===== config.mk =====
export PLATFORM = sky130hd
export DESIGN_NAME = usc_uart
export DESIGN_NICKNAME = d
export VERILOG_FILES = /design/src/rtl/usc_pkg.sv /design/src/rtl/usc_uart.sv
export VERILOG_INCLUDE_DIRS = /design/src /design/src/rtl
export SDC_FILE = /design/constraint.sdc
export NUM_CORES = 1
export LEC_CHECK = 0
export ABC_AREA = 1
export BUFFER_PORTS_ARGS = -buffer_cell sky130_fd_sc_hd__buf_2
export CORE_MARGIN = 10
export CORE_UTILIZATION = 40
export CTS_BUF_LIST = sky130_fd_sc_hd__clkbuf_8 sky130_fd_sc_hd__clkbuf_16
export CTS_CLUSTER_DIAMETER = 40
export DETAILED_ROUTE_END_ITERATION = 10
export SYNTH_ARGS = -nofsm -noshare
export SYNTH_HDL_FRONTEND = slang
export SYNTH_SLANG_ARGS = --single-unit

===== constraint.sdc =====
create_clock -name clk_sys -period 8.95 [get_ports clk_sys]
set_clock_uncertainty 0.1 [all_clocks]
set_input_delay 1.3425 -clock clk_sys [delete_from_list [all_inputs] [get_ports clk_sys]]
set_output_delay 1.3425 -clock clk_sys [all_outputs]
set_load 0.1 [all_outputs]

===== src/rtl/usc_consts.svh =====
// Register map, field positions, reset values and timing counts.
// How it works
// RQ1 - FIFO enable turns both FIFOs on; clearing it empties both.
// RQ2 - Host writes FIFO enable as one with any other FIFO control bit.
// RQ3 - Receive flush empties receive FIFO, keeps shift register, self-clears.
// RQ4 - Transmit flush empties transmit FIFO, keeps shifter, self-clears.
// RQ5 - DMA select bit is accepted but has no effect; no DMA pins.
// RQ6 - Reserved FIFO control and modem control bits ignore writes, read zero.
// RQ7 - Receive trigger field selects 1, 4, 8 or 14 bytes.
// RQ8 - Word length field selects five to eight data bits.
// RQ9 - Stop bit sets two stop bits, or one and a half for five bits.
// RQ10 - Receiver checks only the first stop bit.
// RQ11 - Parity bit sits after the last data bit, before the stop bit.
// RQ12 - Parity polarity zero gives odd ones, one gives even ones.
// RQ13 - Fixed parity sends and expects the inverse of parity polarity.
// RQ14 - Break bit holds the transmit pin at zero until cleared.
// RQ15 - Divisor access bit routes low offsets to the divisor latches.
// RQ16 - Terminal ready, request to send drive inverted pins; aux one pinless.
// RQ17 - Aux two enables the interrupt output driver.
// RQ18 - Loopback: pin marks, inputs ignored, data looped, outputs inactive.
// RQ19 - Loopback feeds modem control bits into modem status.
// RQ20 - Receive and transmit interrupts work unchanged in loopback.
// RQ21 - Data ready sets on a stored character, clears when all read.
// RQ22 - Overrun flags replaced or dropped character; line status read clears.
// RQ23 - Parity error travels with its character, reported at FIFO head.
// RQ24 - FIFO indication bits read one while FIFOs are enabled.
// RQ25 - Overrun, parity, framing and break raise the line status interrupt; the code has no break detect, so only the other three do.
// RQ26 - Receiver finds bit centres by counting sixteen ticks per bit.
`ifndef USC_CONSTS_SVH
`define USC_CONSTS_SVH

`define USC_IDX_DATA 3'h0
`define USC_IDX_IER 3'h1
`define USC_IDX_FIFO 3'h2
`define USC_IDX_LFC 3'h3
`define USC_IDX_MLC 3'h4
`define USC_IDX_LST 3'h5
`define USC_IDX_MST 3'h6
`define USC_IDX_SCR 3'h7

`define USC_FC_ENABLE 0
`define USC_FC_RX_FLUSH 1
`define USC_FC_TX_FLUSH 2
`define USC_FC_TRIG 7:6

`define USC_LF_WLEN 1:0
`define USC_LF_STOP 2
`define USC_LF_PEN 3
`define USC_LF_EPS 4
`define USC_LF_STICK 5
`define USC_LF_BREAK 6
`define USC_LF_DIVISOR_ACCESS_BIT 7

`define USC_ML_DTR 0
`define USC_ML_RTS 1
`define USC_ML_AUX_OUTPUT_ONE 2
`define USC_ML_AUX_OUTPUT_TWO_IRQ_ENABLE 3
`define USC_ML_LOOP 4

`define USC_RST_LFC 8'h00
`define USC_RST_MLC 5'h00
`define USC_RST_IER 4'h0
`define USC_RST_TRIG 2'h0

`define USC_TRIG_1 5'h01
`define USC_TRIG_4 5'h04
`define USC_TRIG_8 5'h08
`define USC_TRIG_14 5'h0e

`define USC_FIFO_DEPTH 16
`define USC_TICK_LAST 6'h0f
`define USC_TICK_HALF 6'h07
`define USC_STOP1_LAST 6'h0f
`define USC_STOP15_LAST 6'h17
`define USC_STOP2_LAST 6'h1f

`endif


===== src/rtl/usc_pkg.sv =====
// Types shared by the serial port control logic.
package usc_pkg;
	typedef enum logic [4:0] {
		ST_IDLE = 5'h01,
		ST_START = 5'h02,
		ST_DATA = 5'h04,
		ST_PAR = 5'h08,
		ST_STOP = 5'h10
	} usc_ser_state_t;
endpackage


===== src/rtl/usc_uart.sv =====
// Serial port with FIFOs, line format, modem control and line status.
//
// Added by the designer: register access over Avalon-MM.
`timescale 1ns/1ps
`default_nettype none
`include "usc_consts.svh"
module usc_uart
	import usc_pkg::*;
#(
	parameter int DEPTH = `USC_FIFO_DEPTH
) (
	input wire logic clk_sys,
	input wire logic rst,
	input wire logic [2:0] avs_address,
	input wire logic avs_read,
	input wire logic avs_write,
	input wire logic [31:0] avs_writedata,
	input wire logic [3:0] avs_byteenable,
	output logic [31:0] avs_readdata,
	output logic avs_waitrequest,
	input wire logic rxd_in,
	output logic txd_out,
	input wire logic clear_to_send_in_n,
	input wire logic data_set_ready_in_n,
	input wire logic ring_in_n,
	input wire logic carrier_detect_in_n,
	output logic terminal_ready_out_n,
	output logic request_to_send_out_n,
	output logic irq_out,
	output logic irq_oe
);
	localparam int AW = $clog2(DEPTH);

	function automatic logic usc_parity(input logic [7:0] d,
		input logic [7:0] fmt);
		logic [7:0] m;
		m = d & (8'hff >> (2'h3 - fmt[`USC_LF_WLEN]));
		if (fmt[`USC_LF_STICK])
			usc_parity = ~fmt[`USC_LF_EPS];
		else
			usc_parity = fmt[`USC_LF_EPS] ? ^m : ~^m;
	endfunction

	////////////////////////////////////////////////////////////////////////
	// Register state and bus decode.

	logic ack;
	logic [7:0] line_format_control;
	logic [4:0] modem_line_control;
	logic [3:0] ier;
	logic [7:0] scr, div_lo, div_hi;
	logic fifo_en;
	logic [1:0] rx_trig_sel;
	logic oe_f, pe_f, fe_f, thre_f, thre_q;
	logic [3:0] ms_delta, ms_q;
	logic [7:0] next_rdata;

	wire acc = (avs_read | avs_write) & ack;
	wire wr_en = acc & avs_write & avs_byteenable[0];
	wire rd_en = acc & avs_read;
	wire divisor_access_bit = line_format_control[`USC_LF_DIVISOR_ACCESS_BIT];
	wire loop = modem_line_control[`USC_ML_LOOP];
	wire sel_data = avs_address == `USC_IDX_DATA;
	wire sel_ier = avs_address == `USC_IDX_IER;
	wire sel_fifo = avs_address == `USC_IDX_FIFO;
	wire sel_lfc = avs_address == `USC_IDX_LFC;
	wire sel_mlc = avs_address == `USC_IDX_MLC;
	wire sel_lst = avs_address == `USC_IDX_LST;
	wire sel_mst = avs_address == `USC_IDX_MST;
	wire [7:0] wd = avs_writedata[7:0];
	wire fifo_wr = wr_en & sel_fifo;
	// Other FIFO control bits only act when written along with enable. [RQ2]
	wire fifo_wr_on = fifo_wr & wd[`USC_FC_ENABLE];
	wire fifo_off = fifo_wr & ~wd[`USC_FC_ENABLE];  // [RQ1]
	wire rx_flush = fifo_off | (fifo_wr_on & wd[`USC_FC_RX_FLUSH]);  // [RQ3]
	wire tx_flush = fifo_off | (fifo_wr_on & wd[`USC_FC_TX_FLUSH]);  // [RQ4]
	wire thr_wr = wr_en & sel_data & ~divisor_access_bit;  // [RQ15]
	wire rbr_rd = rd_en & sel_data & ~divisor_access_bit;  // [RQ15]

	// One wait cycle on every access keeps read data in a flip-flop.
	assign avs_waitrequest = (avs_read | avs_write) & ~ack;

	////////////////////////////////////////////////////////////////////////
	// Pin synchronisers: a level counts once stages two and three agree.

	logic [4:0] pin_s1, pin_s2, pin_s3, pin_f;
	wire [4:0] pin_raw = {rxd_in, carrier_detect_in_n, ring_in_n,
		data_set_ready_in_n, clear_to_send_in_n};
	wire [4:0] pin_agree = ~(pin_s2 ^ pin_s3);

	always_ff @(posedge clk_sys or posedge rst) begin
		if (rst) begin
			pin_s1 <= 5'h1f;
			pin_s2 <= 5'h1f;
			pin_s3 <= 5'h1f;
			pin_f <= 5'h1f;
		end else begin
			pin_s1 <= pin_raw;
			pin_s2 <= pin_s1;
			pin_s3 <= pin_s2;
			pin_f <= (pin_f & ~pin_agree) | (pin_s3 & pin_agree);
		end
	end

	////////////////////////////////////////////////////////////////////////
	// Transmit FIFO; in single-byte mode its capacity is one.

	logic [7:0] tx_mem [DEPTH];
	logic [AW-1:0] tx_wp, tx_rp;
	logic [AW:0] tx_count;
	logic tx_load;
	wire [AW:0] cap = fifo_en ? (AW+1)'(DEPTH) : (AW+1)'(1);
	wire tx_push = thr_wr & (tx_count < cap);

	always_ff @(posedge clk_sys) begin
		if (tx_push)
			tx_mem[tx_wp] <= wd;
	end

	always_ff @(posedge clk_sys or posedge rst) begin
		if (rst) begin
			tx_wp <= '0;
			tx_rp <= '0;
			tx_count <= '0;
		end else if (tx_flush) begin
			tx_wp <= '0;
			tx_rp <= '0;
			tx_count <= '0;
		end else begin
			tx_wp <= tx_wp + AW'(tx_push);
			tx_rp <= tx_rp + AW'(tx_load);
			tx_count <= tx_count + (AW+1)'(tx_push) - (AW+1)'(tx_load);
		end
	end

	////////////////////////////////////////////////////////////////////////
	// Transmitter; the shift register survives a FIFO flush.

	usc_ser_state_t tx_st;
	logic [5:0] tx_tick;
	logic [2:0] tx_bit;
	logic [7:0] tx_sh;
	logic tx_line, tx_par;
	wire [2:0] wlast = 3'h4 + {1'b0, line_format_control[`USC_LF_WLEN]};  // [RQ8]
	wire pen = line_format_control[`USC_LF_PEN];
	wire tx_end = tx_tick == `USC_TICK_LAST;
	// Two stop bits, or one and a half with five-bit words. [RQ9]
	wire [5:0] stop_last = ~line_format_control[`USC_LF_STOP] ?
		`USC_STOP1_LAST : (wlast == 3'h4) ? `USC_STOP15_LAST :
		`USC_STOP2_LAST;
	// Break overrides the transmitter, also on the looped path. [RQ14]
	wire tx_ser = ~line_format_control[`USC_LF_BREAK] & tx_line;

	assign tx_load = (tx_st == ST_IDLE) & (tx_count != '0) & ~tx_flush;

	always_ff @(posedge clk_sys or posedge rst) begin
		if (rst) begin
			tx_st <= ST_IDLE;
			tx_tick <= '0;
			tx_bit <= '0;
			tx_sh <= '0;
			tx_line <= 1'b1;
			tx_par <= 1'b0;
		end else begin
			tx_tick <= tx_tick + 6'h01;
			unique case (tx_st)
			ST_IDLE: begin
				tx_tick <= '0;
				if (tx_load) begin
					tx_sh <= tx_mem[tx_rp];
					tx_par <= usc_parity(tx_mem[tx_rp], line_format_control);
					tx_line <= 1'b0;
					tx_st <= ST_START;
				end
			end
			ST_START: if (tx_end) begin
				tx_tick <= '0;
				tx_bit <= '0;
				tx_line <= tx_sh[0];
				tx_st <= ST_DATA;
			end
			ST_DATA: if (tx_end) begin
				tx_tick <= '0;
				if (tx_bit == wlast) begin
					// Parity goes between last data bit and stop. [RQ11]
					tx_line <= pen ? tx_par : 1'b1;
					tx_st <= pen ? ST_PAR : ST_STOP;
				end else begin
					tx_line <= tx_sh[1];
					tx_sh <= tx_sh >> 1;
					tx_bit <= tx_bit + 3'h1;
				end
			end
			ST_PAR: if (tx_end) begin
				tx_tick <= '0;
				tx_line <= 1'b1;
				tx_st <= ST_STOP;
			end
			ST_STOP: if (tx_tick == stop_last) begin
				tx_tick <= '0;
				tx_st <= ST_IDLE;
			end
			endcase
		end
	end

	////////////////////////////////////////////////////////////////////////
	// Receiver on the 16x clock, centre of each bit found by counting.

	usc_ser_state_t rx_st;
	logic [5:0] rx_tick;
	logic [2:0] rx_bit;
	logic [7:0] rx_data;
	logic rx_perr, rx_done;
	logic [9:0] rx_word;
	wire rx_line = loop ? tx_ser : pin_f[4];  // [RQ18]
	wire rx_mid = rx_tick == `USC_TICK_LAST;  // [RQ26]

	always_ff @(posedge clk_sys or posedge rst) begin
		if (rst) begin
			rx_st <= ST_IDLE;
			rx_tick <= '0;
			rx_bit <= '0;
			rx_data <= '0;
			rx_perr <= 1'b0;
			rx_done <= 1'b0;
			rx_word <= '0;
		end else begin
			rx_done <= 1'b0;
			rx_tick <= rx_tick + 6'h01;
			unique case (rx_st)
			ST_IDLE: begin
				rx_tick <= '0;
				if (~rx_line)
					rx_st <= ST_START;
			end
			ST_START: if (rx_tick == `USC_TICK_HALF) begin
				// A glitch shorter than half a bit is not a start.
				rx_tick <= '0;
				rx_bit <= '0;
				rx_data <= '0;
				rx_perr <= 1'b0;
				rx_st <= rx_line ? ST_IDLE : ST_DATA;
			end
			ST_DATA: if (rx_mid) begin  // [RQ26]
				rx_tick <= '0;
				rx_data[rx_bit] <= rx_line;
				rx_bit <= rx_bit + 3'h1;
				if (rx_bit == wlast)
					rx_st <= pen ? ST_PAR : ST_STOP;  // [RQ11]
			end
			ST_PAR: if (rx_mid) begin
				rx_tick <= '0;
				// Same polarity and fixed level as sending. [RQ12] [RQ13]
				rx_perr <= rx_line != usc_parity(rx_data, line_format_control);
				rx_st <= ST_STOP;
			end
			ST_STOP: if (rx_mid) begin
				// Only the first stop bit is looked at. [RQ10]
				rx_tick <= '0;
				rx_done <= 1'b1;
				rx_word <= {~rx_line, rx_perr, rx_data};
				rx_st <= ST_IDLE;
			end
			endcase
		end
	end

	////////////////////////////////////////////////////////////////////////
	// Receive FIFO; each entry carries its own error bits.

	logic [9:0] rx_mem [DEPTH];
	logic [AW-1:0] rx_wp, rx_rp;
	logic [AW:0] rx_count;
	logic head_new;
	wire rx_full = rx_count >= cap;
	wire rx_over = rx_done & rx_full;  // [RQ22]
	wire rx_repl = rx_over & ~fifo_en;  // [RQ22]
	wire rx_push = rx_done & ~rx_full;
	wire rx_pop = rbr_rd & (rx_count != '0) & ~rx_repl;
	wire [9:0] rx_head = rx_mem[rx_rp];

	always_ff @(posedge clk_sys) begin
		if (rx_push | rx_repl)
			rx_mem[rx_repl ? rx_rp : rx_wp] <= rx_word;
	end

	always_ff @(posedge clk_sys or posedge rst) begin
		if (rst) begin
			rx_wp <= '0;
			rx_rp <= '0;
			rx_count <= '0;
			head_new <= 1'b0;
		end else if (rx_flush) begin
			rx_wp <= '0;
			rx_rp <= '0;
			rx_count <= '0;
			head_new <= 1'b0;
		end else begin
			rx_wp <= rx_wp + AW'(rx_push);
			rx_rp <= rx_rp + AW'(rx_pop);
			rx_count <= rx_count + (AW+1)'(rx_push) - (AW+1)'(rx_pop);
			head_new <= rx_repl | (rx_pop ? (rx_count > (AW+1)'(1)) | rx_push
				: rx_push & (rx_count == '0));
		end
	end

	////////////////////////////////////////////////////////////////////////
	// Status, modem status and interrupt sources.

	wire dr = rx_count != '0;  // [RQ21]
	wire thre = tx_count == '0;
	wire temt = thre & (tx_st == ST_IDLE);
	wire [7:0] line_status = {1'b0, temt, thre, 1'b0, fe_f, pe_f, oe_f, dr};
	// Loopback feeds modem control bits back as status. [RQ19]
	wire [3:0] ms = loop ? {modem_line_control[`USC_ML_AUX_OUTPUT_TWO_IRQ_ENABLE],
		modem_line_control[`USC_ML_AUX_OUTPUT_ONE], modem_line_control[`USC_ML_DTR],
		modem_line_control[`USC_ML_RTS]} : ~pin_f[3:0];  // [RQ18]
	wire [3:0] ms_set = {ms[3] ^ ms_q[3], ms_q[2] & ~ms[2],
		ms[1] ^ ms_q[1], ms[0] ^ ms_q[0]};
	wire [4:0] rx_trig = rx_trig_sel == 2'h0 ? `USC_TRIG_1 :
		rx_trig_sel == 2'h1 ? `USC_TRIG_4 :
		rx_trig_sel == 2'h2 ? `USC_TRIG_8 : `USC_TRIG_14;  // [RQ7]
	wire rls_p = ier[2] & (oe_f | pe_f | fe_f);  // [RQ25]
	wire rda_p = ier[0] & (fifo_en ? 32'(rx_count) >= 32'(rx_trig) : dr);
	wire thre_p = ier[1] & thre_f;
	wire msi_p = ier[3] & (|ms_delta);
	wire [2:0] iid = rls_p ? 3'h3 : rda_p ? 3'h2 : thre_p ? 3'h1 : 3'h0;
	wire any_p = rls_p | rda_p | thre_p | msi_p;
	wire [7:0] interrupt_identification = {fifo_en, fifo_en, 2'h0, iid, ~any_p};  // [RQ24]
	wire lsr_rd = rd_en & sel_lst;
	wire msr_rd = rd_en & sel_mst;
	wire thre_clr = (rd_en & sel_fifo & avs_readdata[3:0] == 4'h2) | tx_push;

	// Flags clear only in bits the host has seen, except thre_f on a transmit write, and a new event wins.
	always_ff @(posedge clk_sys or posedge rst) begin
		if (rst) begin
			oe_f <= 1'b0;
			pe_f <= 1'b0;
			fe_f <= 1'b0;
			thre_f <= 1'b0;
			thre_q <= 1'b1;
			ms_q <= '0;
			ms_delta <= '0;
		end else begin
			oe_f <= rx_over | (oe_f & ~(lsr_rd & avs_readdata[1]));  // [RQ22]
			pe_f <= (head_new & rx_head[8]) |
				(pe_f & ~(lsr_rd & avs_readdata[2]));  // [RQ23]
			fe_f <= (head_new & rx_head[9]) |
				(fe_f & ~(lsr_rd & avs_readdata[3]));
			thre_q <= thre;
			thre_f <= (thre & ~thre_q) | (thre_f & ~thre_clr);  // [RQ20]
			ms_q <= ms;
			ms_delta <= ms_set | (ms_delta & ~({4{msr_rd}} & avs_readdata[3:0]));
		end
	end

	////////////////////////////////////////////////////////////////////////
	// Register writes and read data.

	always_ff @(posedge clk_sys or posedge rst) begin
		if (rst) begin
			line_format_control <= `USC_RST_LFC;
			modem_line_control <= `USC_RST_MLC;
			ier <= `USC_RST_IER;
			fifo_en <= 1'b0;
			rx_trig_sel <= `USC_RST_TRIG;
			scr <= '0;
			div_lo <= '0;
			div_hi <= '0;
		end else if (wr_en) begin
			if (sel_data & divisor_access_bit)
				div_lo <= wd;  // [RQ15]
			if (sel_ier & divisor_access_bit)
				div_hi <= wd;  // [RQ15]
			if (sel_ier & ~divisor_access_bit)
				ier <= wd[3:0];
			if (sel_fifo)
				fifo_en <= wd[`USC_FC_ENABLE];  // [RQ1]
			// The DMA select bit is not stored and has no effect. [RQ5]
			if (fifo_wr_on)
				rx_trig_sel <= wd[`USC_FC_TRIG];  // [RQ7]
			if (sel_lfc)
				line_format_control <= wd;
			if (sel_mlc)
				modem_line_control <= wd[4:0];  // [RQ6]
			if (avs_address == `USC_IDX_SCR)
				scr <= wd;
		end
	end

	always_comb begin
		next_rdata = 8'h00;
		unique case (avs_address)
		`USC_IDX_DATA: next_rdata = divisor_access_bit ? div_lo : rx_head[7:0];
		`USC_IDX_IER: next_rdata = divisor_access_bit ? div_hi : {4'h0, ier};
		`USC_IDX_FIFO: next_rdata = interrupt_identification;
		`USC_IDX_LFC: next_rdata = line_format_control;
		`USC_IDX_MLC: next_rdata = {3'h0, modem_line_control};  // [RQ6]
		`USC_IDX_LST: next_rdata = line_status;
		`USC_IDX_MST: next_rdata = {ms, ms_delta};
		`USC_IDX_SCR: next_rdata = scr;
		endcase
	end

	always_ff @(posedge clk_sys or posedge rst) begin
		if (rst) begin
			ack <= 1'b0;
			avs_readdata <= '0;
			txd_out <= 1'b1;
			terminal_ready_out_n <= 1'b1;
			request_to_send_out_n <= 1'b1;
			irq_out <= 1'b0;
			irq_oe <= 1'b0;
		end else begin
			ack <= (avs_read | avs_write) & ~ack;
			if (avs_read & ~ack)
				avs_readdata <= {24'h0, next_rdata};
			txd_out <= loop | tx_ser;  // [RQ14] [RQ18]
			terminal_ready_out_n <= loop | ~modem_line_control[`USC_ML_DTR];  // [RQ16]
			request_to_send_out_n <= loop | ~modem_line_control[`USC_ML_RTS];  // [RQ16]
			irq_out <= any_p;
			irq_oe <= modem_line_control[`USC_ML_AUX_OUTPUT_TWO_IRQ_ENABLE];  // [RQ17]
		end
	end
endmodule
`default_nettype wire


==> results of run 1 <==
==> cell families (layout without fill, tap and decap cells) <==
kind of cell | after synthesis | count (layout) | share of synthesized area, %
AO/OA/AOI/OAI | 358 | 358 | 10.3
flip-flops | 464 | 464 | 63.8
multiplexers | 1 | 1 | 0.0549
adder cells (fa/ha/maj) | 42 | 42 | 2.57
buffers and inverters | 289 | 380 | 6.07
other | 1 | 25 | 0.0183
XOR/XNOR | 32 | 32 | 1.37
AND/OR/NAND/NOR | 782 | 782 | 15.9
==> metal layers <==
metal | up-vias | global-route usage [%] | part of all wire [%]
li1 | 6809 | - | -
met1 | 7014 | 21.3 | 43
met2 | 415 | 26.8 | 48
met3 | 73 | 3.37 | 6.7
met4 | 4 | 5.77 | 2.1
met5 | - | 0 | 0.052
==> cells in the mapped netlist (all sizes together), types with 8 or more instances <==
library cell,n
nand2,392
o22ai,25
clkbuf,33
o211ai,14
o221ai,20
dfrtp,149
buf,57
xor2,24
a31oi,12
nor3,19
nand3,109
nor2,241
inv,197
ha,35
dfstp,27
nand4,8
xnor2,8
edfxtp,288
a21oi,49
o21ai,207
==> worst min-delay path by stage <==
stage                         start   endpoint  slack (ns)  depth (start not counted)
after floorplan           pin_s1[0]  pin_s2[0]        0.25                          0
after global placement    pin_s1[3]  pin_s2[3]        0.25                          0
after detailed placement  pin_s1[0]  pin_s2[0]        0.25                          0
after CTS                 pin_s1[1]  pin_s2[1]        0.25                          0
after global routing      pin_s1[4]  pin_s2[4]        0.25                          0
final                     pin_s1[1]  pin_s2[1]        0.24                          0
==> cell type report <==
cell class | count | area [um2] | area share, %
antenna | 1 | 2.50 | 0.0105
inverter | 199 | 752 | 3.15
multi-input combinational | 1239 | 6280 | 26.3
timing repair buffer | 44 | 245 | 1.03
clock buffer | 77 | 1930 | 8.08
sequential | 464 | 13100 | 54.9
clock inverter | 60 | 702 | 2.94
tap | 672 | 841 | 3.53
==> critical path: stages <==
cell and delay [ns]:
buf_2 0.13, nor3_2 0.33, inv_2 0.12, nor2_4 0.12, inv_2 0.07, a21oi_4 0.21
o21ai_2 0.15, o21ai_4 0.19, inv_2 0.12, nand2_2 0.12, inv_2 0.08, nand2_2 0.09
nand2_1 0.06, ha_1 0.20, fa_1 0.38, nand2_1 0.10, a21oi_1 0.07, nor2_1 0.11
xor2_1 0.16, nor2_1 0.05
==> per-stage QoR <==
step | total power [mW] | std cells | setup WS [ns]
after floorplan | 3.48 | 1992 | 2.78
after global placement | 3.80 | 2618 | 4.56
after detailed placement | 3.83 | 2618 | 4.53
after CTS | 6.82 | 2755 | 5.15
after global routing | 7.09 | 2756 | 4.91
final | 6.77 | 2756 | 5.11
==> registers in the layout (all words and copies together) (netlist names), 5 cells and up, named ones only <==
signal	count
modem_line_control	5
rx_st	5
div_lo	8
line_format_control	8
scr	8
rx_data	8
div_hi	8
rx_word	10
rx_count	5
tx_mem	128
tx_sh	8
tx_tick	6
rx_tick	6
avs_readdata	8
pin_s1	5
pin_s2	5
tx_st	5
rx_mem	160
pin_s3	5
tx_count	5
==> power groups by stage <==
stage / combinational [mW] / clock [mW] / sequential (mW)
after detailed placement: 1.26 / 0 / 2.57
after floorplan: 0.860 / 0 / 2.62
final: 1.25 / 2.98 / 2.53
after global placement: 1.23 / 0 / 2.57
after global routing: 1.41 / 3.13 / 2.55
after CTS: 1.27 / 3.03 / 2.53
==> results by group, run 1 <==
Worst setup path
  • Reg-to-Reg End: rx_mem[0][2]
  • CP Launch Type: input port
  • R2R Setup Slk: approximately 5.3 ns
  • Crit. End Element: flop
  • Critical path type: input port to flop
  • Crit path capture: tx_count[4]
  • Setup crit start: avs_address[2]
  • Worst EP arrival: between 4 and 5 ns
  • Worst Path Max Fanout: 9
  • R2r worst-path depth: 12
  • Worst r2r src: rx_count[1]
  • Data required time of the critical path: roughly 9.3 ns

Pwr
  • Cell Int Power: approximately 4.6 mW
  • VDD IR max: ~140 uV
  • Clk pwr share: between 40 and 50%
  • PwrDens: 284 mW/mm2
  • Sw Share: a little under a third
  • Reg power frac: a little under two fifths
  • Combinational share of power: a little under a fifth
  • Switch Pwr: 2.12 mW
  • Leak Pwr: between 10 and 15 nW

Clock network
  • Clock sink total: about 460
  • CTS max path bufs: 3
  • Inserted Clock Buffers: 74
  • Maximum level of the CTS H-tree: 3
  • CTS tree: done
  • Clk slew on worst S/H paths: roughly 0.06 ns
  • Worst-skew pair later-pin latency: 0.61 ns
  • Number of hold buffers added after cts: 0
  • CTS-repair resized insts: 0
  • Root buf cell: clkbuf_16
  • # Post-CTS Setup Buffers: 0

Status
  • Outcome: completed

Yosys
  • Mean Syn Cell Area: 10.4 um2
  • Cell Area, Synth: 0.0205 mm2
  • Register area share after synthesis: between 60% and 70%
  • Async S/R FF share, synth: 37.9%
  • Most used DFF post-synth: edfxtp_1
  • Post-synth EDFFs: about 290
  • Dominant cell type by area after synthesis: edfxtp_1
  • Synthesis-stage register bit count: ~460
  • Synth top area share: a little over two fifths
  • Cells after Synth: roughly 2000
  • Area contributors post-synth: edfxtp_1 (42%), dfrtp_1 (18%), nand2_1 (7.1%)
  • Synth warn: 0
  • Netlist cell types: 61

Final layout
  • # fillers: 4600
  • Final Util: 47.2%
  • Area Growth Syn to Fin: 16.1%
  • Share of cells above drive strength 1: 11.8%
  • Nets: 2107
  • Most common cell after layout, fill and taps aside: nand2_1
  • Finished Cell Area: between 0.02 and 0.025 mm2
  • Most frequent cells in the layout: nand2_1 (387), edfxtp_1 (288), nor2_1 (235)

Drt
  • DRC Markers: 0
  • DR WL/cell: approximately 18 um
  • Iter 0 DRT Violations: roughly 1200
  • Post-DRT Antenna Nets: 0
  • Via count: ~14000
  • Drt pass-1 iters: 5
  • Final WL: 49800 um
  • Via density: 5.19

GRT
  • GRT Util Overall: 16.4%
  • Pin count of the biggest net entering global routing: 108
  • Number of global-route vias before repair: around 14000
  • Initial antenna violation count: 4
  • Global-route wire length before repair: 78300 um
  • Gr ovfl total: 0

Floorplanning
  • Core area: ~0.050 mm2
  • Die W: around 250 um
  • Ports: 86
  • Die H: roughly 250 um
  • Die Area: ~0.061 mm2
  • Starting Density: between 40% and 50%
  • Cell row count: 82

Min path
  • Hold WC Path Type: flop to flop

Placement
  • Detailed placer's ending HPWL: between 30000 and 40000 um
  • IO buf count: 34
  • Routability cong.: 0.847
  • Placed Area: 0.0212 mm2

Timing
  • Final Critical Period: slightly below 4 ns
  • TNS Setup: 0 ns
  • Fin. Hold Viols: 0
  • Final slew viol count: 0
  • Max_slew headroom: about 18%
  • Final Cycle Share: a little over two fifths
  • Achievable Freq: roughly 260 MHz
  • Minimum hold slack: 0.242 ns
  • Worst slew pin tran: ~1.2 ns
  • Final setup vio count: 0
  • RSZ-0062 raised after global routing: false

Job
  • Max-cap violations: 0
Power figures use the tool's default switching activity.
==> run 2, diff against run 1 <==
==> constraint.sdc (replaced) <==
create_clock -name clk_sys -period 3.95 [get_ports clk_sys]
set_clock_uncertainty 0.1 [all_clocks]
set_input_delay 0.5925 -clock clk_sys [delete_from_list [all_inputs] [get_ports clk_sys]]
set_output_delay 0.5925 -clock clk_sys [all_outputs]
set_load 0.1 [all_outputs]
==> results by group, run 2 (same netlist as run 1, synthesis figures left out) <==
Status
  • Outcome: completed (unchanged)

GRT
  • Gr ovfl total: 0 (unchanged)
  • Number of global-route vias before repair: 14053 (was 13915)
  • Initial antenna violation count: 3 (was 4)
  • Global-route wire length before repair: 79100 um (was 78300 um)
  • Pin count of the biggest net entering global routing: 83 (was 108)
  • GRT Util Overall: 16.6% (was 16.4%)

Final layout
  • Nets: 2156 (was 2107)
  • # fillers: 4675 (was 4600)
  • Most common cell after layout, fill and taps aside: nand2_1 (unchanged)
  • Max reg flops: 160 (unchanged)
  • Most flops, register: rx_mem (unchanged)
  • Most frequent cells in the layout: nand2_1 (387), edfxtp_1 (288), nor2_1 (235) (unchanged)
  • Share of cells above drive strength 1: 13.6% (was 11.8%)
  • Area Growth Syn to Fin: 17.3% (was 16.1%)
  • Largest registers: rx_mem: 160 flops, tx_mem: 128 flops, rx_word: 10 flops (unchanged)

Placement
  • Detailed placer's ending HPWL: 33100 um (was 31800 um)
  • IO buf count: 34 (unchanged)
  • Pre-CTS setup slack: 0.456 ns (was 4.53 ns)
  • Routability cong.: 0.857 (was 0.847)

Drt
  • Final WL: 50300 um (was 49800 um)
  • Post-DRT Antenna Nets: 0 (unchanged)
  • Drt pass-1 iters: 5 (unchanged)
  • Iter 0 DRT Violations: 1038 (was 1218)
  • DR WL/cell: 18.0 um (was 18.1 um)
  • Via count: 14361 (was 14315)
  • Via density: 5.13 (was 5.19)
  • DRC Markers: 0 (unchanged)

Clock network
  • CTS max path bufs: 3 (unchanged)
  • Inserted Clock Buffers: 68 (was 74)
  • # Post-CTS Setup Buffers: 0 (unchanged)
  • Worst-skew pair later-pin latency: 0.60 ns (was 0.61 ns)
  • CTS tree: done (unchanged)
  • Number of hold buffers added after cts: 5 (was 0)
  • Root buf cell: clkbuf_16 (unchanged)
  • Clk slew on worst S/H paths: 0.06 ns (about the same)
  • Maximum level of the CTS H-tree: 3 (unchanged)
  • Clock sink total: 464 (unchanged)
  • CTS-repair resized insts: 0 (unchanged)

Timing
  • Final Cycle Share: a little under nine tenths
  • RSZ-0062 raised after global routing: false (unchanged)
  • Worst slew pin tran: 0.894 ns (was 1.23 ns)
  • Achievable Freq: between 200 and 300 MHz
  • Max_slew headroom: 40.2% (was 17.9%)
  • Final Critical Period: 3.39 ns
  • Setup WS post-layout: 0.561 ns (was 5.11 ns)
  • TNS Setup: 0 ns (unchanged)
  • Final slew viol count: 0 (unchanged)
  • Final setup vio count: 0 (unchanged)
  • Fin. Hold Viols: 0 (unchanged)

Floorplanning
  • Starting Density: 40.7% (unchanged)
  • Die Area: 0.0608 mm2 (unchanged)
  • Die W: 247 um (unchanged)
  • Core area: 0.0505 mm2 (unchanged)
  • Cell row count: 82 (unchanged)
  • Die H: 247 um (unchanged)
  • Ports: 86 (unchanged)

Job
  • Max-cap violations: 0 (unchanged)

Pwr
  • PwrDens: 619 mW/mm2 (was 284 mW/mm2)
  • VDD IR max: 345 uV (was 141 uV)
  • Leak Pwr: 10.3 nW (was 10.1 nW)

Worst setup path
  • CP Launch Type: flop (was input port)
  • Slowest CP cell: dfrtp_1 (was fa_1)
  • Worst Path Max Fanout: 9 (unchanged)
  • Critical Path, Cell by Cell: inv_1 > ha_1 > inv_1 > o211ai_1 > o21ai_0 > nand2_1 > nand2_1 > nor2_1 > inv_1 > nand2_1 > inv_1 > ha_1 > inv_1 > ha_1 > fa_1 > nand2_1 > nand2_1 > a21oi_1 > xnor2_1 > nor2_1 (was buf_2 > nor3_2 > inv_2 > nor2_4 > inv_2 > a21oi_4 > o21ai_2 > o21ai_4 > inv_2 > nand2_2 > inv_2 > nand2_2 > nand2_1 > ha_1 > fa_1 > nand2_1 > a21oi_1 > nor2_1 > xor2_1 > nor2_1)
  • Crit. End Element: flop (unchanged)
  • CP peak stage delay: 0.41 ns (was 0.38 ns)
  • Critical path type: flop to flop (was input port to flop)
  • Worst EP arrival: 3.76 ns (was 4.22 ns)
  • Data required time of the critical path: 4.32 ns (was 9.33 ns)

Min path
  • Hold WC Path Type: input port to asynchronous set/reset pin (was flop to flop)
## run 2: cell count changes in the layout (fill, tap and decap cells not counted), sizes merged
cell / previous run / this run
buf: 44 / 94
clkinvlp: 6 / 9
dlygate4sd3: 0 / 5
bufinv: 10 / 7
clkbuf: 77 / 76
inv: 225 / 211
clkinv: 18 / 21
## run 2: where the power goes
group / switching (mW) / total (mW) / internal (mW)
combinational: 2.11 / 2.99 / 0.880
sequential: 0.246 / 5.67 / 5.43
clock: 2.33 / 6.24 / 3.91
## run 2: critical path, delay by kind of cell, from the launching register on
family	cells	cell delay, ns
adders and majority gates	4	1.05
and+or+nand+nor	7	0.64
buffers and inverters	5	0.48
AOI/OAI and AO/OA	3	0.43
DFF	1	0.41
xor gates and xnor gates	1	0.14
## run 2: layer usage
metal | track usage (%) | up-vias | routed length [um]
met3 | 3.67 | 104 | 3080
met4 | 7.09 | 4 | 1480
li1 | - | 6893 | -
met2 | 26.3 | 391 | 23600
met5 | 0 | - | 27
met1 | 21.5 | 6969 | 22100
## run 2: area by class of cell
class                           count  area (um2)  share of cell area (%)
Antenna cell                        1        2.50                  0.0104
Clock buffer                       76        1860                    7.71
Clock inverter                     49         537                    2.23
Inverter                          199         751                    3.12
Multi-Input combinational cell   1239        6280                    26.1
Sequential cell                   464       13100                    54.4
Tap cell                          672         841                    3.49
Timing Repair Buffer               99         721                    2.99
## run 2: metrics by stage
step	power, mW	instance area (um2)	hold WS (ns)	instances	util (%)
6_report	14.9	24100	0.0697	2799	47.7
5_1_grt	15.6	24100	0.125	2799	47.7
4_1_cts	15.0	24100	0.0763	2798	47.7
3_5_place_dp	8.74	21600	0.247	2668	42.8
3_3_place_gp	8.67	21600	0.247	2668	42.8
2_1_floorplan	7.88	20600	0.245	1992	-
## run 2: final timing paths
path	start	to	slack (ns)	cells after the start
max	rx_count[1]	rx_count[4]	0.56	20
min	rst	rx_tick[0]	0.07	2
min reg2reg	pin_s1[2]	pin_s2[2]	0.25	0
min in group clk_sys	avs_write	ack	0.17	3
max in group asynchronous	rst	tx_line	2.84	3
max reg2reg	rx_count[1]	rx_count[4]	0.56	20
==> run 3, diff against run 2 <==
--- a/config.mk
+++ b/config.mk
@@ -13,6 +13,7 @@
 export CTS_BUF_LIST = sky130_fd_sc_hd__clkbuf_8 sky130_fd_sc_hd__clkbuf_16
 export CTS_CLUSTER_DIAMETER = 40
 export DETAILED_ROUTE_END_ITERATION = 10
+export PLACE_DENSITY_LB_ADDON = 0.1
 export SYNTH_ARGS = -nofsm -noshare
 export SYNTH_HDL_FRONTEND = slang
 export SYNTH_SLANG_ARGS = --single-unit
==> results by group, run 3 (same netlist as run 1, synthesis figures left out) <==
Floorplanning
  • Die W: 247 um (unchanged)
  • Starting Density: 40.7% (unchanged)
  • Ports: 86 (unchanged)
  • Die Area: 0.0608 mm2 (unchanged)
  • Cell row count: 82 (unchanged)
  • Core area: 0.0505 mm2 (unchanged)
  • Die H: 247 um (unchanged)

Drt
  • Via count: 14333 (was 14361)
  • Drt pass-1 iters: 5 (unchanged)
  • Iter 0 DRT Violations: 946 (was 1038)
  • Final WL: 52700 um (was 50300 um)
  • Via density: 5.09 (was 5.13)
  • DRC Markers: 0 (unchanged)
  • DR WL/cell: 18.7 um (was 18.0 um)
  • Post-DRT Antenna Nets: 0 (unchanged)

Pwr
  • Leak Pwr: 10.5 nW (was 10.3 nW)
  • VDD IR max: 441 uV (was 345 uV)
  • Cell Int Power: 11.0 mW (was 10.2 mW)
  • Clk pwr share: 45.1% (was 41.9%)
  • Reg power frac: 35.8% (was 38.1%)
  • PwrDens: 649 mW/mm2 (was 619 mW/mm2)
  • Sw Share: 30.8% (was 31.5%)
  • Switch Pwr: 4.89 mW (was 4.69 mW)
  • Combinational share of power: 19.2% (was 20.0%)

Timing
  • TNS Setup: 0 ns (unchanged)
  • Final slew viol count: 0 (unchanged)
  • Max_slew headroom: 38.8% (was 40.2%)
  • Fin. Hold Viols: 0 (unchanged)
  • Final Critical Period: 3.33 ns (was 3.39 ns)
  • Achievable Freq: 300 MHz (was 295 MHz)
  • Final setup vio count: 0 (unchanged)
  • Minimum hold slack: 0.0716 ns (was 0.0697 ns)
  • Final Cycle Share: 84.3% (was 85.8%)
  • Worst slew pin tran: 0.907 ns (was 0.894 ns)
  • RSZ-0062 raised after global routing: false (unchanged)

Min path
  • Hold WC Path Type: input port to asynchronous set/reset pin (unchanged)

Placement
  • Detailed placer's ending HPWL: 34400 um (was 33100 um)
  • IO buf count: 34 (unchanged)
  • Placed Area: 0.0216 mm2 (about the same)
  • Routability cong.: 0.884 (was 0.857)
  • Inst Count DP: 2665 (was 2668)

Worst setup path
  • CP delay by family, top: adder cells (unchanged)
  • CP peak stage delay: 0.41 ns (about the same)
  • Worst EP arrival: 3.70 ns (was 3.76 ns)
  • Data required time of the critical path: 4.32 ns (about the same)
  • Crit. End Element: flop (unchanged)
  • CP Launch Type: flop (unchanged)
  • Critical path type: flop to flop (unchanged)
  • Slowest CP cell: dfrtp_1 (unchanged)
  • Critical Path, Cell by Cell: inv_1 > ha_1 > inv_1 > o211ai_1 > o21ai_0 > nand2_1 > nand2_1 > nor2_1 > inv_1 > nand2_1 > inv_1 > ha_1 > inv_1 > ha_1 > fa_1 > nand2_1 > nand2_1 > a21oi_1 > xnor2_1 > nor2_1 (unchanged)
  • WP buf/inv: 5 (unchanged)
  • Worst Path Max Fanout: 9 (unchanged)

Final layout
  • Diode count: 0 (was 1)
  • Most flops, register: rx_mem (unchanged)
  • Most common cell after layout, fill and taps aside: nand2_1 (unchanged)
  • Most frequent cells in the layout: nand2_1 (387), edfxtp_1 (288), nor2_1 (235) (unchanged)
  • Max reg flops: 160 (unchanged)
  • Post-route insts no fill: 2816 (was 2799)
  • Largest registers: rx_mem: 160 flops, tx_mem: 128 flops, rx_word: 10 flops (unchanged)
  • Share of cells above drive strength 1: 14.0% (was 13.6%)
  • Area Growth Syn to Fin: 19.3% (was 17.3%)
  • Final Util: 48.5% (was 47.7%)
  • Finished Cell Area: 0.0245 mm2 (was 0.0241 mm2)
  • Nets: 2163 (was 2156)

Clock network
  • CTS max path bufs: 3 (unchanged)
  • Worst-skew pair later-pin latency: 0.60 ns (about the same)
  • Inserted Clock Buffers: 78 (was 68)
  • Root buf cell: clkbuf_16 (unchanged)
  • Maximum level of the CTS H-tree: 3 (unchanged)
  • Clock sink total: 464 (unchanged)
  • CTS tree: done (unchanged)
  • Clk slew on worst S/H paths: 0.06 ns (about the same)

Status
  • Outcome: completed (unchanged)

GRT
  • Pin count of the biggest net entering global routing: 83 (unchanged)
  • Initial antenna violation count: 0 (was 3)
  • Global-route wire length before repair: 82000 um (was 79100 um)
  • Gr ovfl total: 0 (unchanged)
  • Number of global-route vias before repair: 14093 (was 14053)
  • GRT Util Overall: 17.4% (was 16.6%)

Job
  • Max-cap violations: 0 (unchanged)
## run 3: cell count changes in the layout (fill, tap and decap cells not counted), sizes merged
| cell | previous run | this run |
|---|---|---|
| clkbuf | 76 | 85 |
| inv | 211 | 218 |
| bufinv | 7 | 12 |
| clkinv | 21 | 25 |
| clkinvlp | 9 | 5 |
| buf | 94 | 91 |
| diode | 1 | 0 |
## run 3: power groups by stage
| stage | clock network (mW) | registers (mW) | logic (mW) |
|---|---|---|---|
| 2_1_floorplan | 0 | 5.93 | 1.95 |
| 3_3_place_gp | 0 | 5.77 | 3.04 |
| 3_5_place_dp | 0 | 5.78 | 3.06 |
| 4_1_cts | 7.31 | 5.69 | 3.08 |
| 5_1_grt | 7.54 | 5.72 | 3.44 |
| 6_report | 7.17 | 5.69 | 3.05 |
## run 3: path summary, 6_finish.rpt
check                            startpoint          end  slack, ns  cells after the start
worst max-delay path            rx_count[1]  rx_count[4]       0.62                     20
worst min-delay path                    rst       tx_par       0.07                      2
worst max register to register  rx_count[1]  rx_count[4]       0.62                     20
worst min register to register    pin_s1[3]    pin_s2[3]       0.25                      0
max in group asynchronous               rst     tx_st[0]       2.72                      3
min in group clk_sys              avs_write          ack       0.18                      3
## run 3: area by class of cell
cell class / count / area (um2)
fillers: 4736 / 26000
clock inverters: 61 / 717
multi-input cells: 1239 / 6280
clock buffers: 85 / 2100
repair buffers: 96 / 711
well taps: 672 / 841
flip-flops and latches: 464 / 13100
inverters: 199 / 751
## run 3: what timing repair did
item                                    CTS  global route
buffers inserted                          0             0
gates resized for setup                   0             0
endpoints found under the setup margin    0             0
hold buffers                              5             0
endpoints found under the hold margin     5             0
## run 3: layer usage
| layer | vias to the layer above | track usage, % | wire length [um] |
|---|---|---|---|
| met3 | 72 | 3.35 | 2740 |
| li1 | 6926 | - | - |
| met2 | 343 | 27.6 | 24700 |
| met1 | 6992 | 23.6 | 24200 |
| met5 | - | 0 | 0 |
| met4 | 0 | 5.86 | 1100 |
## run 3: per-stage QoR
step	setup WS, ns	power, mW
2_1_floorplan	0.914	7.88
3_3_place_gp	0.408	8.80
3_5_place_dp	0.454	8.84
4_1_cts	0.595	16.1
5_1_grt	0.145	16.7
6_report	0.619	15.9
